**src/verilog/dio_cfg.svh**
```systemverilog
// register offsets, reset values, field limits and timing counts of the digital i/o conditioning block
`ifndef DIO_CFG_SVH
`define DIO_CFG_SVH

`define DIO_ADDR_POLARITY    8'h00
`define DIO_ADDR_FILTER      8'h01
`define DIO_ADDR_VIRT_EN     8'h02
`define DIO_ADDR_VIRT_VAL    8'h03
`define DIO_ADDR_WIRING      8'h04
`define DIO_ADDR_PULSE_MODE  8'h05
`define DIO_ADDR_OUT_FUNC0   8'h06
`define DIO_ADDR_IN_FUNC0    8'h0A
`define DIO_ADDR_DELAY0      8'h10
`define DIO_ADDR_FAULT_SNAP  8'h1C
`define DIO_ADDR_LIVE_STATE  8'h1D

`define DIO_RST_POLARITY     6'h00
`define DIO_RST_FILTER_MS    10'h00A
`define DIO_RST_VIRT_EN      6'h00
`define DIO_RST_WIRING       2'h0
`define DIO_RST_DELAY_MS     16'h0000
`define DIO_RST_FAULT_SNAP   16'h0000
`define DIO_RST_LIVE_STATE   8'h00

`define DIO_MAX_FILTER_MS    10'h3E8
`define DIO_MAX_DELAY_MS     16'hC350

`define DIO_IN_FIRE_MODE     7'h52
`define DIO_IN_TENSION_PID   7'h53

`define DIO_OUT_NONE         6'h00
`define DIO_OUT_RUNNING      6'h01
`define DIO_OUT_FORWARD      6'h02
`define DIO_OUT_REVERSE      6'h03
`define DIO_OUT_JOG          6'h04
`define DIO_OUT_FAULT        6'h05
`define DIO_OUT_FREQ_LEVEL_ONE 6'h06
`define DIO_OUT_FREQ_LEVEL_TWO 6'h07
`define DIO_OUT_FREQ_REACHED 6'h08
`define DIO_OUT_ZERO_SPEED   6'h09
`define DIO_OUT_UPPER_LIMIT  6'h0A
`define DIO_OUT_LOWER_LIMIT  6'h0B
`define DIO_OUT_READY        6'h0C

`define DIO_CLK_HZ           20000000
`define DIO_TICK_US          1000
`define DIO_TICK_CYCLES      ((`DIO_CLK_HZ / 1000000) * `DIO_TICK_US)

`endif

```
**src/verilog/dio_pkg.sv**
```systemverilog
// types shared by the digital i/o conditioning block
package dio_pkg;

	typedef enum logic [1:0] {
		DIO_TWO_WIRE_ONE,
		DIO_TWO_WIRE_TWO,
		DIO_THREE_WIRE_ONE,
		DIO_THREE_WIRE_TWO
	} dio_wiring_e;

	typedef struct packed {
		logic running;
		logic forward;
		logic reverse;
		logic jogging;
		logic fault;
		logic freq_level_detect_one;
		logic freq_level_detect_two;
		logic freq_reached;
		logic out_freq_zero;
		logic ref_freq_zero;
		logic at_upper_limit;
		logic at_lower_limit;
		logic main_power_ok;
		logic ctrl_power_ok;
		logic protection_active;
		logic ready_to_run;
	} dio_drive_s;

	typedef struct packed {
		logic relay_one;
		logic relay_two;
		logic open_collector;
		logic pulse_capable_output;
	} dio_dout_s;

	typedef logic [5:0] dio_func_t;

endpackage

```
**src/verilog/dio_term.sv**
```systemverilog
// one input terminal: debounce filter followed by switch-on and switch-off delays
`timescale 1ns/10ps
`include "dio_cfg.svh"

module dio_term #(
	parameter int FW = 10,
	parameter int DW = 16
) (
	input  wire logic          ref_clk,
	input  wire logic          srst,
	input  wire logic          clk_en,
	input  wire logic          ms_tick,
	input  wire logic          raw,
	input  wire logic [FW-1:0] filt_ms,
	input  wire logic [DW-1:0] on_ms,
	input  wire logic [DW-1:0] off_ms,
	output logic               cond
);
	logic          deb;
	logic [FW-1:0] deb_cnt;
	logic [DW-1:0] dly_cnt;
	logic [DW-1:0] target;

	assign target = deb ? on_ms : off_ms;

	// debounce: raw must stay different for filt_ms ticks; phase of the tick gives up to 1 ms extra
	always_ff @(posedge ref_clk) begin
		if (srst) begin
			deb     <= 1'b0;
			deb_cnt <= '0;
		end else if (clk_en) begin
			if (raw == deb) begin
				deb_cnt <= '0;
			end else if (filt_ms == '0) begin
				deb <= raw;
			end else if (ms_tick) begin
				if (deb_cnt >= filt_ms) begin
					deb     <= raw;
					deb_cnt <= '0;
				end else begin
					deb_cnt <= deb_cnt + FW'(1);
				end
			end
		end
	end

	// separate on and off delays; a bounce back cancels the pending change
	// the partial first tick is not trusted, so one tick more than the setting is counted
	always_ff @(posedge ref_clk) begin
		if (srst) begin
			cond    <= 1'b0;
			dly_cnt <= '0;
		end else if (clk_en) begin
			if (deb == cond) begin
				dly_cnt <= '0;
			end else if (target == '0) begin
				cond <= deb;
			end else if (ms_tick) begin
				if (dly_cnt >= target) begin
					cond    <= deb;
					dly_cnt <= '0;
				end else begin
					dly_cnt <= dly_cnt + DW'(1);
				end
			end
		end
	end

endmodule // dio_term

```
**src/verilog/dio_top.sv**
```systemverilog
// digital i/o terminal conditioning: input filtering and delays, output function selection, registers
//
// Contract
// - input function 82 triggers fire mode, 83 switches tension pid; 84-95 ignored
// - six-bit input polarity mask, reset 0x00, set bit inverts that terminal
// - six-bit virtual input enable, reset 0; bits 0-3 are general inputs one-four
// - virtual enable bit 4 is fast input a, bit 5 fast input b
// - general input one switch-on delay 0 to 50 s in ms, default 0
// - general input one switch-off delay 0 to 50 s, default 0
// - other five inputs each have own on and off delays up to 50 s
// - on a fault, input states captured into read-only snapshot, reset 0x0000
// - read-only live conditioned input state, reads 0x00 after reset
// - two relays, open collector, pulse-capable output selectable pulse or digital
// - each output decodes its own function code; codes may repeat
// - function code 0 keeps the output inactive
// - code 1 asserts while running with non-zero output frequency
// - codes 2 and 3 assert during forward or reverse running with frequency
// - code 4 asserts while jogging with frequency output
// - code 5 asserts whenever a drive fault is present
// - code 9 asserts only when output and reference frequency are zero
// - code 10 asserts when running frequency reaches upper limit
// - code 11 asserts when running frequency reached lower limit
// - code 12 ready: powers established and no protection acting
// - code 12 ready only once the drive is prepared to run
`timescale 1ns/10ps
`include "dio_cfg.svh"

module dio_top #(
	parameter int N_IN        = 6,
	parameter int N_OUT       = 4,
	parameter int TICK_CYCLES = `DIO_TICK_CYCLES
) (
	input  wire logic             ref_clk,
	input  wire logic             srst,
	input  wire logic             clk_en,
	input  wire logic [N_IN-1:0]  terminal_pin,
	input  wire dio_pkg::dio_drive_s drive,
	input  wire logic [7:0]       reg_addr,
	input  wire logic [15:0]      reg_wdata,
	input  wire logic             reg_wr,
	input  wire logic             reg_rd,
	output logic [15:0]           reg_rdata,
	output logic [N_IN-1:0]       cond_in,
	output dio_pkg::dio_wiring_e  wiring_mode,
	output logic                  fire_mode_trigger,
	output logic                  tension_pid_switch,
	output dio_pkg::dio_dout_s    dout,
	output logic                  pulse_mode_sel
);
	import dio_pkg::*;

	localparam int TW = $clog2(TICK_CYCLES + 1);

	logic [N_IN-1:0]  pin_meta;
	logic [N_IN-1:0]  pin_sync;
	logic [5:0]       polarity;
	logic [9:0]       filter_ms;
	logic [5:0]       virt_en;
	logic [5:0]       virt_val;
	logic             pulse_mode;
	dio_func_t        out_func [N_OUT];
	logic [6:0]       in_func  [N_IN];
	logic [15:0]      on_delay [N_IN];
	logic [15:0]      off_delay[N_IN];
	logic [15:0]      fault_snap;
	logic [7:0]       live_state;
	logic             fault_q;
	logic [TW-1:0]    tick_cnt;
	logic             ms_tick;
	logic [N_IN-1:0]  raw_in;
	logic [15:0]      wr_delay;
	logic [9:0]       wr_filter;
	logic [N_OUT-1:0] next_dout;
	logic [15:0]      next_rdata;
	logic             next_fire;
	logic             next_tension;

	// pins are asynchronous to ref_clk; the first stage feeds only the second
	always_ff @(posedge ref_clk) begin
		if (srst) begin
			pin_meta <= '0;
			pin_sync <= '0;
		end else if (clk_en) begin
			pin_meta <= terminal_pin;
			pin_sync <= pin_meta;
		end
	end

	// one millisecond time base shared by all terminals
	// free-running, so a filter or delay may stretch by up to one tick but is never short
	always_ff @(posedge ref_clk) begin
		if (srst) begin
			tick_cnt <= '0;
			ms_tick  <= 1'b0;
		end else if (clk_en) begin
			if (tick_cnt == TW'(TICK_CYCLES - 1)) begin
				tick_cnt <= '0;
				ms_tick  <= 1'b1;
			end else begin
				tick_cnt <= tick_cnt + TW'(1);
				ms_tick  <= 1'b0;
			end
		end
	end

	// virtual value replaces the pin where enabled, then polarity applies to either source
	always_comb begin
		for (int i = 0; i < N_IN; i++) begin
			raw_in[i] = (virt_en[i] ? virt_val[i] : pin_sync[i]) ^ polarity[i];
		end
	end

	for (genvar g = 0; g < N_IN; g++) begin : g_term
		dio_term #(
			.FW (10),
			.DW (16)
		) u_term (
			.ref_clk (ref_clk),
			.srst    (srst),
			.clk_en  (clk_en),
			.ms_tick (ms_tick),
			.raw     (raw_in[g]),
			.filt_ms (filter_ms),
			.on_ms   (on_delay[g]),
			.off_ms  (off_delay[g]),
			.cond    (cond_in[g])
		);
	end

	// out-of-range writes saturate rather than wrap, so a bad value never gives a short delay
	assign wr_delay  = (reg_wdata > `DIO_MAX_DELAY_MS) ? `DIO_MAX_DELAY_MS : reg_wdata;
	assign wr_filter = (reg_wdata > 16'(`DIO_MAX_FILTER_MS)) ? `DIO_MAX_FILTER_MS : reg_wdata[9:0];

	// input conditioning controls
	always_ff @(posedge ref_clk) begin
		if (srst) begin
			polarity   <= `DIO_RST_POLARITY;
			filter_ms  <= `DIO_RST_FILTER_MS;
			virt_en    <= `DIO_RST_VIRT_EN;
			virt_val   <= 6'h00;
			wiring_mode <= DIO_TWO_WIRE_ONE;
		end else if (clk_en && reg_wr) begin
			case (reg_addr)
				`DIO_ADDR_POLARITY: begin
					polarity <= reg_wdata[5:0];
				end
				`DIO_ADDR_FILTER: begin
					filter_ms <= wr_filter;
				end
				`DIO_ADDR_VIRT_EN: begin
					virt_en <= reg_wdata[5:0];
				end
				`DIO_ADDR_VIRT_VAL: begin
					virt_val <= reg_wdata[5:0];
				end
				`DIO_ADDR_WIRING: begin
					wiring_mode <= dio_wiring_e'(reg_wdata[1:0]);
				end
				default: begin
				end
			endcase
		end
	end

	// per-terminal switch-on and switch-off delays, two words per terminal
	always_ff @(posedge ref_clk) begin
		if (srst) begin
			for (int i = 0; i < N_IN; i++) begin
				on_delay[i]  <= `DIO_RST_DELAY_MS;
				off_delay[i] <= `DIO_RST_DELAY_MS;
			end
		end else if (clk_en && reg_wr) begin
			for (int i = 0; i < N_IN; i++) begin
				if (reg_addr == `DIO_ADDR_DELAY0 + 8'(2 * i)) begin
					on_delay[i] <= wr_delay;
				end
				if (reg_addr == `DIO_ADDR_DELAY0 + 8'(2 * i + 1)) begin
					off_delay[i] <= wr_delay;
				end
			end
		end
	end

	// input function selections
	always_ff @(posedge ref_clk) begin
		if (srst) begin
			for (int i = 0; i < N_IN; i++) begin
				in_func[i] <= 7'h00;
			end
		end else if (clk_en && reg_wr) begin
			for (int i = 0; i < N_IN; i++) begin
				if (reg_addr == `DIO_ADDR_IN_FUNC0 + 8'(i)) begin
					in_func[i] <= reg_wdata[6:0];
				end
			end
		end
	end

	// output function codes and pulse/digital selection
	always_ff @(posedge ref_clk) begin
		if (srst) begin
			pulse_mode <= 1'b0;
			for (int k = 0; k < N_OUT; k++) begin
				out_func[k] <= `DIO_OUT_NONE;
			end
		end else if (clk_en && reg_wr) begin
			if (reg_addr == `DIO_ADDR_PULSE_MODE) begin
				pulse_mode <= reg_wdata[0];
			end
			for (int k = 0; k < N_OUT; k++) begin
				if (reg_addr == `DIO_ADDR_OUT_FUNC0 + 8'(k)) begin
					out_func[k] <= reg_wdata[5:0];
				end
			end
		end
	end

	// codes other than 82 and 83, including reserved 84-95, drive nothing here
	always_comb begin
		next_fire    = 1'b0;
		next_tension = 1'b0;
		for (int i = 0; i < N_IN; i++) begin
			if (cond_in[i] && in_func[i] == `DIO_IN_FIRE_MODE) begin
				next_fire = 1'b1;
			end
			if (cond_in[i] && in_func[i] == `DIO_IN_TENSION_PID) begin
				next_tension = 1'b1;
			end
		end
	end

	always_ff @(posedge ref_clk) begin
		if (srst) begin
			fire_mode_trigger  <= 1'b0;
			tension_pid_switch <= 1'b0;
		end else if (clk_en) begin
			fire_mode_trigger  <= next_fire;
			tension_pid_switch <= next_tension;
		end
	end

	// each output decodes on its own, so one code may serve several outputs
	// codes above 12 fall to the default branch and stay inactive
	always_comb begin
		for (int k = 0; k < N_OUT; k++) begin
			case (out_func[k])
				`DIO_OUT_NONE: next_dout[k] = 1'b0;
				`DIO_OUT_RUNNING: next_dout[k] = drive.running && !drive.out_freq_zero;
				`DIO_OUT_FORWARD: next_dout[k] = drive.forward && !drive.out_freq_zero;
				`DIO_OUT_REVERSE: next_dout[k] = drive.reverse && !drive.out_freq_zero;
				`DIO_OUT_JOG: next_dout[k] = drive.jogging && !drive.out_freq_zero;
				`DIO_OUT_FAULT: next_dout[k] = drive.fault;
				`DIO_OUT_FREQ_LEVEL_ONE: next_dout[k] = drive.freq_level_detect_one;
				`DIO_OUT_FREQ_LEVEL_TWO: next_dout[k] = drive.freq_level_detect_two;
				`DIO_OUT_FREQ_REACHED: next_dout[k] = drive.freq_reached;
				`DIO_OUT_ZERO_SPEED: next_dout[k] = drive.out_freq_zero && drive.ref_freq_zero;
				`DIO_OUT_UPPER_LIMIT: next_dout[k] = drive.running && drive.at_upper_limit;
				`DIO_OUT_LOWER_LIMIT: next_dout[k] = drive.running && drive.at_lower_limit;
				`DIO_OUT_READY: next_dout[k] = drive.main_power_ok && drive.ctrl_power_ok
					&& !drive.protection_active && drive.ready_to_run;
				default: next_dout[k] = 1'b0;
			endcase
		end
	end

	// in pulse mode the pulse generator owns the pin, so the digital level is held low
	always_ff @(posedge ref_clk) begin
		if (srst) begin
			dout           <= '0;
			pulse_mode_sel <= 1'b0;
		end else if (clk_en) begin
			dout.relay_one            <= next_dout[0];
			dout.relay_two            <= next_dout[1];
			dout.open_collector       <= next_dout[2];
			dout.pulse_capable_output <= next_dout[3] && !pulse_mode;
			pulse_mode_sel            <= pulse_mode;
		end
	end

	// snapshot taken on the rising edge of the fault so it keeps the states that led to it
	// a fault already present at reset release is captured on the first enabled cycle
	always_ff @(posedge ref_clk) begin
		if (srst) begin
			fault_q    <= 1'b0;
			fault_snap <= `DIO_RST_FAULT_SNAP;
			live_state <= `DIO_RST_LIVE_STATE;
		end else if (clk_en) begin
			fault_q    <= drive.fault;
			live_state <= 8'(cond_in);
			if (drive.fault && !fault_q) begin
				fault_snap <= 16'(cond_in);
			end
		end
	end

	// read mux; unmapped addresses read zero
	always_comb begin
		next_rdata = 16'h0000;
		case (reg_addr)
			`DIO_ADDR_POLARITY:   next_rdata = 16'(polarity);
			`DIO_ADDR_FILTER:     next_rdata = 16'(filter_ms);
			`DIO_ADDR_VIRT_EN:    next_rdata = 16'(virt_en);
			`DIO_ADDR_VIRT_VAL:   next_rdata = 16'(virt_val);
			`DIO_ADDR_WIRING:     next_rdata = 16'(wiring_mode);
			`DIO_ADDR_PULSE_MODE: next_rdata = 16'(pulse_mode);
			`DIO_ADDR_FAULT_SNAP: next_rdata = fault_snap;
			`DIO_ADDR_LIVE_STATE: next_rdata = 16'(live_state);
			default: begin
				for (int k = 0; k < N_OUT; k++) begin
					if (reg_addr == `DIO_ADDR_OUT_FUNC0 + 8'(k)) begin
						next_rdata = 16'(out_func[k]);
					end
				end
				for (int i = 0; i < N_IN; i++) begin
					if (reg_addr == `DIO_ADDR_IN_FUNC0 + 8'(i)) begin
						next_rdata = 16'(in_func[i]);
					end
					if (reg_addr == `DIO_ADDR_DELAY0 + 8'(2 * i)) begin
						next_rdata = on_delay[i];
					end
					if (reg_addr == `DIO_ADDR_DELAY0 + 8'(2 * i + 1)) begin
						next_rdata = off_delay[i];
					end
				end
			end
		endcase
	end

	// read data stands for exactly the cycle after the strobe
	always_ff @(posedge ref_clk) begin
		if (srst) begin
			reg_rdata <= 16'h0000;
		end else if (clk_en) begin
			reg_rdata <= reg_rd ? next_rdata : 16'h0000;
		end
	end

endmodule // dio_top
```
**config.mk**
```make
export PLATFORM = sky130hd
export DESIGN_NAME = dio_top
export DESIGN_NICKNAME = d
export VERILOG_FILES = /design/src/verilog/dio_pkg.sv /design/src/verilog/dio_term.sv /design/src/verilog/dio_top.sv
export VERILOG_INCLUDE_DIRS = /design/src /design/src/verilog
export SDC_FILE = /design/constraint.sdc
export NUM_CORES = 1
export LEC_CHECK = 0
export BUFFER_PORTS_ARGS = -buffer_cell sky130_fd_sc_hd__buf_2
export CORE_MARGIN = 4
export CORE_UTILIZATION = 64
export CTS_CLUSTER_DIAMETER = 80
export DETAILED_ROUTE_END_ITERATION = 8
export GPL_TIMING_DRIVEN = 0
export PLACE_DENSITY_LB_ADDON = 0.12
export SYNTH_ARGS = -nofsm -noshare
export SYNTH_HDL_FRONTEND = slang
export SYNTH_HIERARCHICAL = 1
export SYNTH_SLANG_ARGS = --single-unit
```
**constraint.sdc**
```tcl
create_clock -name ref_clk -period 4.04 [get_ports ref_clk]
set_input_delay 0.404 -clock ref_clk [delete_from_list [all_inputs] [get_ports ref_clk]]
set_output_delay 0.404 -clock ref_clk [all_outputs]
set_load 0.1 [all_outputs]
```
==> impl_metrics.json, run 1 <==
{
  "status": "finished with violations",
  "violations": "setup timing",
  "dp.cells": 3971,
  "combPwrFrac": 0.075,
  "layout_min_cycle_time_ns": 4.08,
  "synth-warning-count": 6,
  "p_switching_uw": 3060,
  "setup_viol": 1,
  "crit_arrival_ns": 4.54,
  "htreeDepth": 2,
  "grt_usage": 0.399,
  "rows": 80,
  "synthArstFlopShare": 0,
  "worst_setup_path_start_kind": "input port",
  "vias_per_cell": 6.94,
  "drtIter0Drc": 3655,
  "grt_pass1_wl_um": 162000,
  "grt_max_degree": 42,
  "cts_buffers": 56,
  "first_global_vias": 27300,
  "antenna_found_initial": 2,
  "cts_sinks": 521,
  "rsz0062_at_grt": "no",
  "use_met2": 0.624,
  "syn_inst": 3277,
  "die_h_um": 228,
  "clock_latency_ns": 0.64,
  "vias": 28300,
  "wirelength_um": 108000,
  "crit_fanout": 41,
  "seq_power_share": 0.485,
  "synth_area_leaders": "edfxtp_1 25%, dfxtp_1 17%, ha_1 6.8%",
  "tightest_slew_ns": 1.27,
  "max_cap_viol_count": 0,
  "drt.antenna.violating_nets": 0,
  "synth_top_area_frac": 0.249,
  "synth_nets": 3497,
  "portBuffers": 79,
  "synthTopCellsByCount": "449 x nor2_1, 263 x dfxtp_1, 263 x nand2_1",
  "utilization": 0.714,
  "stdcell_count": 4082,
  "whs_ns": 0.0107,
  "die_area_mm2": 0.0521,
  "tns_ns": -0.0382,
  "dr.pass1.iters": 7,
  "max_slew_margin": 0.145,
  "synth_edf_count": 258,
  "switching_share": 0.253,
  "setup.worst_path.end_class": "register",
  "dp_hpwl_um": 81000,
  "finalNetCount": 3635,
  "syn_to_final_growth_pct": 9.98,
  "ios": 82,
  "top_usage_layer": "met2",
  "skew_ns": 0.0285,
  "place.gp.congestion": 1.09,
  "p_clk_frac": 0.440,
  "postSynthAreaPerCell_um2": 9.48,
  "initial_core_util": 0.649,
  "finalWorstSetupSlack_ns": -0.0382,
  "hold_class": "input port to register",
  "internal-power_uw": 9030,
  "yosysMostFrequentCell": "nor2_1",
  "nFillCells": 3662,
  "total_power_uw": 12100,
  "gr-usage-met1": 0.512,
  "synth-seq-area-share": 0.419,
  "worstSetupPathType": "input port to register",
  "path_clk_slew_ns": 0.06,
  "syn_area_mm2": 0.0311,
  "ys.flop_type": "dfxtp_1",
  "synth_cell_type_count": 93,
  "drive_above_1_share": 0.102,
  "clk_path_buf_depth": 3,
  "grt-ovfl-total": 0,
  "grt_use_met3": 0.107,
  "wl_per_cell_um": 26.4,
  "r2r_slack_ns": 0.26,
  "synth_top_cell_by_area": "edfxtp_1",
  "p_leak_uw": 0.0126,
  "slew_violations": 0,
  "vdd_drop_max_v": 0.000431,
  "max_freq_mhz": 245,
  "core_area_mm2": 0.0478,
  "cts_root_buffer": "clkbuf_16",
  "drc": 0,
  "hold_violations": 0,
  "cp_data_required_time_ns": 4.50,
  "power_density_mw_per_mm2": 354,
  "timing.final.crit_share": 1.01,
  "synth-seq-cells": 521,
  "die_x_um": 228,
  "tritoncts": "done"
}
[state kept, by name, summed over array words and instances (netlist names), 10 cells and up]
signal	count
in_func	42
filter_ms	10
on_delay	96
g_term.u_term/deb_cnt	60
tick_cnt	15
reg_rdata	16
out_func	24
off_delay	96
g_term.u_term/dly_cnt	96
[routing by layer]
metal | part of all wire | wire length, um
met5 | 0 | 0
met4 | 0.062 | 6670
met3 | 0.12 | 13400
met2 | 0.44 | 47600
met1 | 0.37 | 40100
[final timing paths]
check | start | depth (start not counted) | endpoint
setup / recovery | clk_en | 7 | on_delay[2][9]$_SDFFCE_PN0P_
setup reg to reg | g_term[2].u_term/deb$_SDFFE_PP0P_ | 12 | g_term[2].u_term/dly_cnt[2]$_SDFFE_PP0P_
hold reg to reg | dout[0]$_SDFFE_PP0P_ | 2 | dout[0]$_SDFFE_PP0P_
hold / removal | terminal_pin[3] | 3 | pin_meta[3]$_SDFFE_PP0P_
[per-stage QoR]
| step | area (um2) | setup slack, ns |
|---|---|---|
| 2_1_floorplan | 31100 | 0.977 |
| 3_3_place_gp | 32200 | -0.530 |
| 3_5_place_dp | 32200 | -0.654 |
| 4_1_cts | 34200 | 0.281 |
| 5_1_grt | 34200 | 0.0514 |
| 6_report | 34200 | -0.0382 |
[critical path: stages]
cell,delay [ns]
buf_2,0.87
nand2_1,0.72
nor2_2,0.80
clkbuf_1,0.78
nand2_1,0.37
clkbuf_1,0.33
nor2_1,0.21
[layout by cell type, fill, tap and decap left out, types with 103 or more instances in the layout]
master / count
buf_2: 103
nand3_1: 120
ha_1: 169
mux2i_1: 168
inv_1: 154
edfxtp_1: 258
clkbuf_1: 113
nor2_1: 448
nand2_1: 263
dfxtp_1: 262
and3_1: 105
a21oi_1: 161
[power groups by stage]
| stage | logic (uW) | clock network [uW] | registers [uW] |
|---|---|---|---|
| after CTS | 872 | 5330 | 5840 |
| after global placement | 841 | 0 | 5950 |
| after global routing | 947 | 5570 | 5860 |
| after floorplan | 504 | 0 | 5900 |
| after detailed placement | 865 | 0 | 5950 |
| final | 907 | 5320 | 5860 |
[cell families after synthesis]
group | count (synthesis) | synth area share
mux | 204 | 0.0741
xor+xnor | 93 | 0.0298
simple gates | 1338 | 0.218
fa+ha+maj | 169 | 0.0681
flops | 521 | 0.419
compound gates | 627 | 0.144
buf+inv | 325 | 0.0466
[repair_timing]
item	CTS	global route
hold buffers	1	0
buffers inserted	0	0
endpoints found under the setup margin	1	0
hold endpoints to repair	1	0
gates resized for setup	1	0
[area by class of cell]
class / instances / area [um2] / share of cell area
multi-input cells: 2431 / 16600 / 0.486
plain buffers: 168 / 860 / 0.0252
well taps: 615 / 769 / 0.0225
clock buffers: 80 / 1610 / 0.0472
flip-flops and latches: 521 / 13000 / 0.381
diodes: 4 / 10.0 / 0.000293
clock inverters: 26 / 289 / 0.00846
inverters: 157 / 589 / 0.0172
repair buffers: 80 / 405 / 0.0119
No activity file was read; power rests on OpenSTA's default activity.
==> run 2: changes to the inputs <==
Settings changed: BUFFER_PORTS_ARGS -buffer_cell sky130_fd_sc_hd__buf_2 to unset, CORE_UTILIZATION 64 to 65, DONT_BUFFER_PORTS set to 1.
==> impl_metrics.json, run 2 (synthesis gave the netlist of run 1 again) <==
{
  "worst_path_largest_cell_delay_ns": 0.65,
  "drive_above_1_share": 0.0815,
  "vias": 28600,
  "place.gp.congestion": 1.10,
  "violations": "DRC",
  "tritoncts": "done",
  "die_area_mm2": 0.0514,
  "vdd_drop_max_v": 0.000332,
  "htreeDepth": 2,
  "cp.buffers_inverters": 3,
  "hold_class": "input port to register",
  "die_h_um": 227,
  "final_cell_mix": "449 x nor2_1, 263 x nand2_1, 258 x edfxtp_1, 257 x dfxtp_1, 169 x ha_1",
  "hold_violations": 0,
  "cts_sinks": 521,
  "timing.final.crit_share": 0.973,
  "worstSetupPathType": "register to register",
  "finalWorstSetupSlack_ns": 0.111,
  "regArea_mm2": 0.0130,
  "dr.pass1.iters": 9,
  "initial_core_util": 0.663,
  "layout_min_cycle_time_ns": 3.93,
  "first_global_vias": 27600,
  "rsz0062_at_grt": "no",
  "drt.antenna.violating_nets": 0,
  "ios": 82,
  "grt-ovfl-total": 0,
  "tightest_slew_ns": 1.46,
  "nFillCells": 3463,
  "post_cts_buffers": 0,
  "cts_buffers": 55,
  "max_freq_mhz": 255,
  "finalNetCount": 3573,
  "clk_path_buf_depth": 3,
  "critPathSlowestCell": "a2111oi_2",
  "worst_setup_path_start_kind": "register",
  "drtIter0Drc": 4315,
  "wirelength_um": 111000,
  "die_x_um": 227,
  "vias_per_cell": 7.12,
  "max_cap_viol_count": 0,
  "clock_latency_ns": 0.64,
  "portBuffers": 0,
  "rows": 79,
  "slew_violations": 0,
  "grt_usage": 0.422,
  "status": "finished with violations",
  "cp_data_required_time_ns": 4.54,
  "tns_ns": 0,
  "crit_arrival_ns": 4.43,
  "crit_fanout": 10,
  "p_leak_uw": 0.0123,
  "dp_hpwl_um": 81200,
  "multi_input_area_mm2": 0.0166,
  "max_slew_margin": 0.0164,
  "core_area_mm2": 0.0469,
  "skew_ns": 0.0239,
  "drc": 1,
  "setup_viol": 0,
  "critPathTopFamily": "compound AO/OA/AOI/OAI gates",
  "antenna_found_initial": 12,
  "syn_to_final_growth_pct": 9.21,
  "place_ws_ns": 0.146,
  "top_regs": "g_term.u_term/dly_cnt x96, off_delay x96, on_delay x96",
  "worstPathCellList": "buf_6 -> buf_12 -> clkbuf_1 -> mux2i_1 -> ha_1 -> nand4_1 -> or3_1 -> a2111oi_2 -> nor4_4 -> o21ai_1 -> nor2_1",
  "layout_commonest_cell": "nor2_1",
  "path_clk_slew_ns": 0.07,
  "power_density_mw_per_mm2": 355,
  "setup.worst_path.end_class": "register",
  "wl_per_cell_um": 27.7,
  "grt_max_degree": 42,
  "cts_root_buffer": "clkbuf_16",
  "grt_pass1_wl_um": 165000
}
## run 2: changes by cell type in the layout (fill, tap and decap cells not counted), moves of 3 or more
cell	change
clkinvlp_4	+3
dlygate4sd3_1	+17
dfxtp_2	+5
clkbuf_1	-5
clkbuf_8	-9
dfxtp_1	-5
buf_2	-79
diode_2	+6
clkinv_1	+4
## run 2: cell type report
cell class / count / area share
diodes: 10 / 0.000738
plain buffers: 168 / 0.0253
inverters: 157 / 0.0174
multi-input cells: 2431 / 0.490
clock buffers: 68 / 0.0448
clock inverters: 35 / 0.0104
repair buffers: 19 / 0.00553
flip-flops and latches: 521 / 0.384
well taps: 607 / 0.0224
## run 2: power breakdown
part / switching [uW] / internal, uW / total (uW)
clock: 2260 / 3070 / 5320
combinational: 608 / 238 / 846
sequential: 198 / 5690 / 5880
## run 2: repair_timing
action                                  4_1_cts  5_1_grt
hold endpoints to repair                     32        0
hold buffers                                 18        0
resized for setup                             0        0
endpoints found under the setup margin        0        0
## run 2: per-layer routing
metal  track usage  vias up  part of all wire
met4         0.241        6             0.072
met1         0.535    13600              0.36
met2         0.650     2102              0.43
met5             0        -           0.00035
li1              -    12400                 -
met3         0.122      511              0.14
## run 2: worst paths after layout
path | from | to | slack, ns | depth (start not counted)
worst max-delay path | g_term[0].u_term/deb$_SDFFE_PP0P_ | g_term[0].u_term/dly_cnt[7]$_SDFFE_PP0P_ | 0.11 | 11
worst min register to register | g_term[0].u_term/dly_cnt[0]$_SDFFE_PP0P_ | g_term[0].u_term/dly_cnt[0]$_SDFFE_PP0P_ | 0.50 | 2
worst min-delay path | reg_wdata[6] | in_func[1][6]$_SDFFCE_PN0P_ | 0.01 | 1
worst max register to register | g_term[0].u_term/deb$_SDFFE_PP0P_ | g_term[0].u_term/dly_cnt[7]$_SDFFE_PP0P_ | 0.11 | 11
## run 2: metrics by stage
stage / instances / total power (uW) / utilization / hold WS, ns / cell area [um2]
final: 4016 / 12100 / 0.724 / 0.0101 / 33900
after global routing: 4007 / 12300 / 0.724 / 0.0120 / 33900
after CTS: 4006 / 12000 / 0.723 / 0.000622 / 33900
after detailed placement: 3885 / 6760 / 0.680 / 0.486 / 31800
after global placement: 3884 / 6730 / 0.679 / 0.465 / 31800
after floorplan: 3277 / 6400 / - / 0.451 / 31100
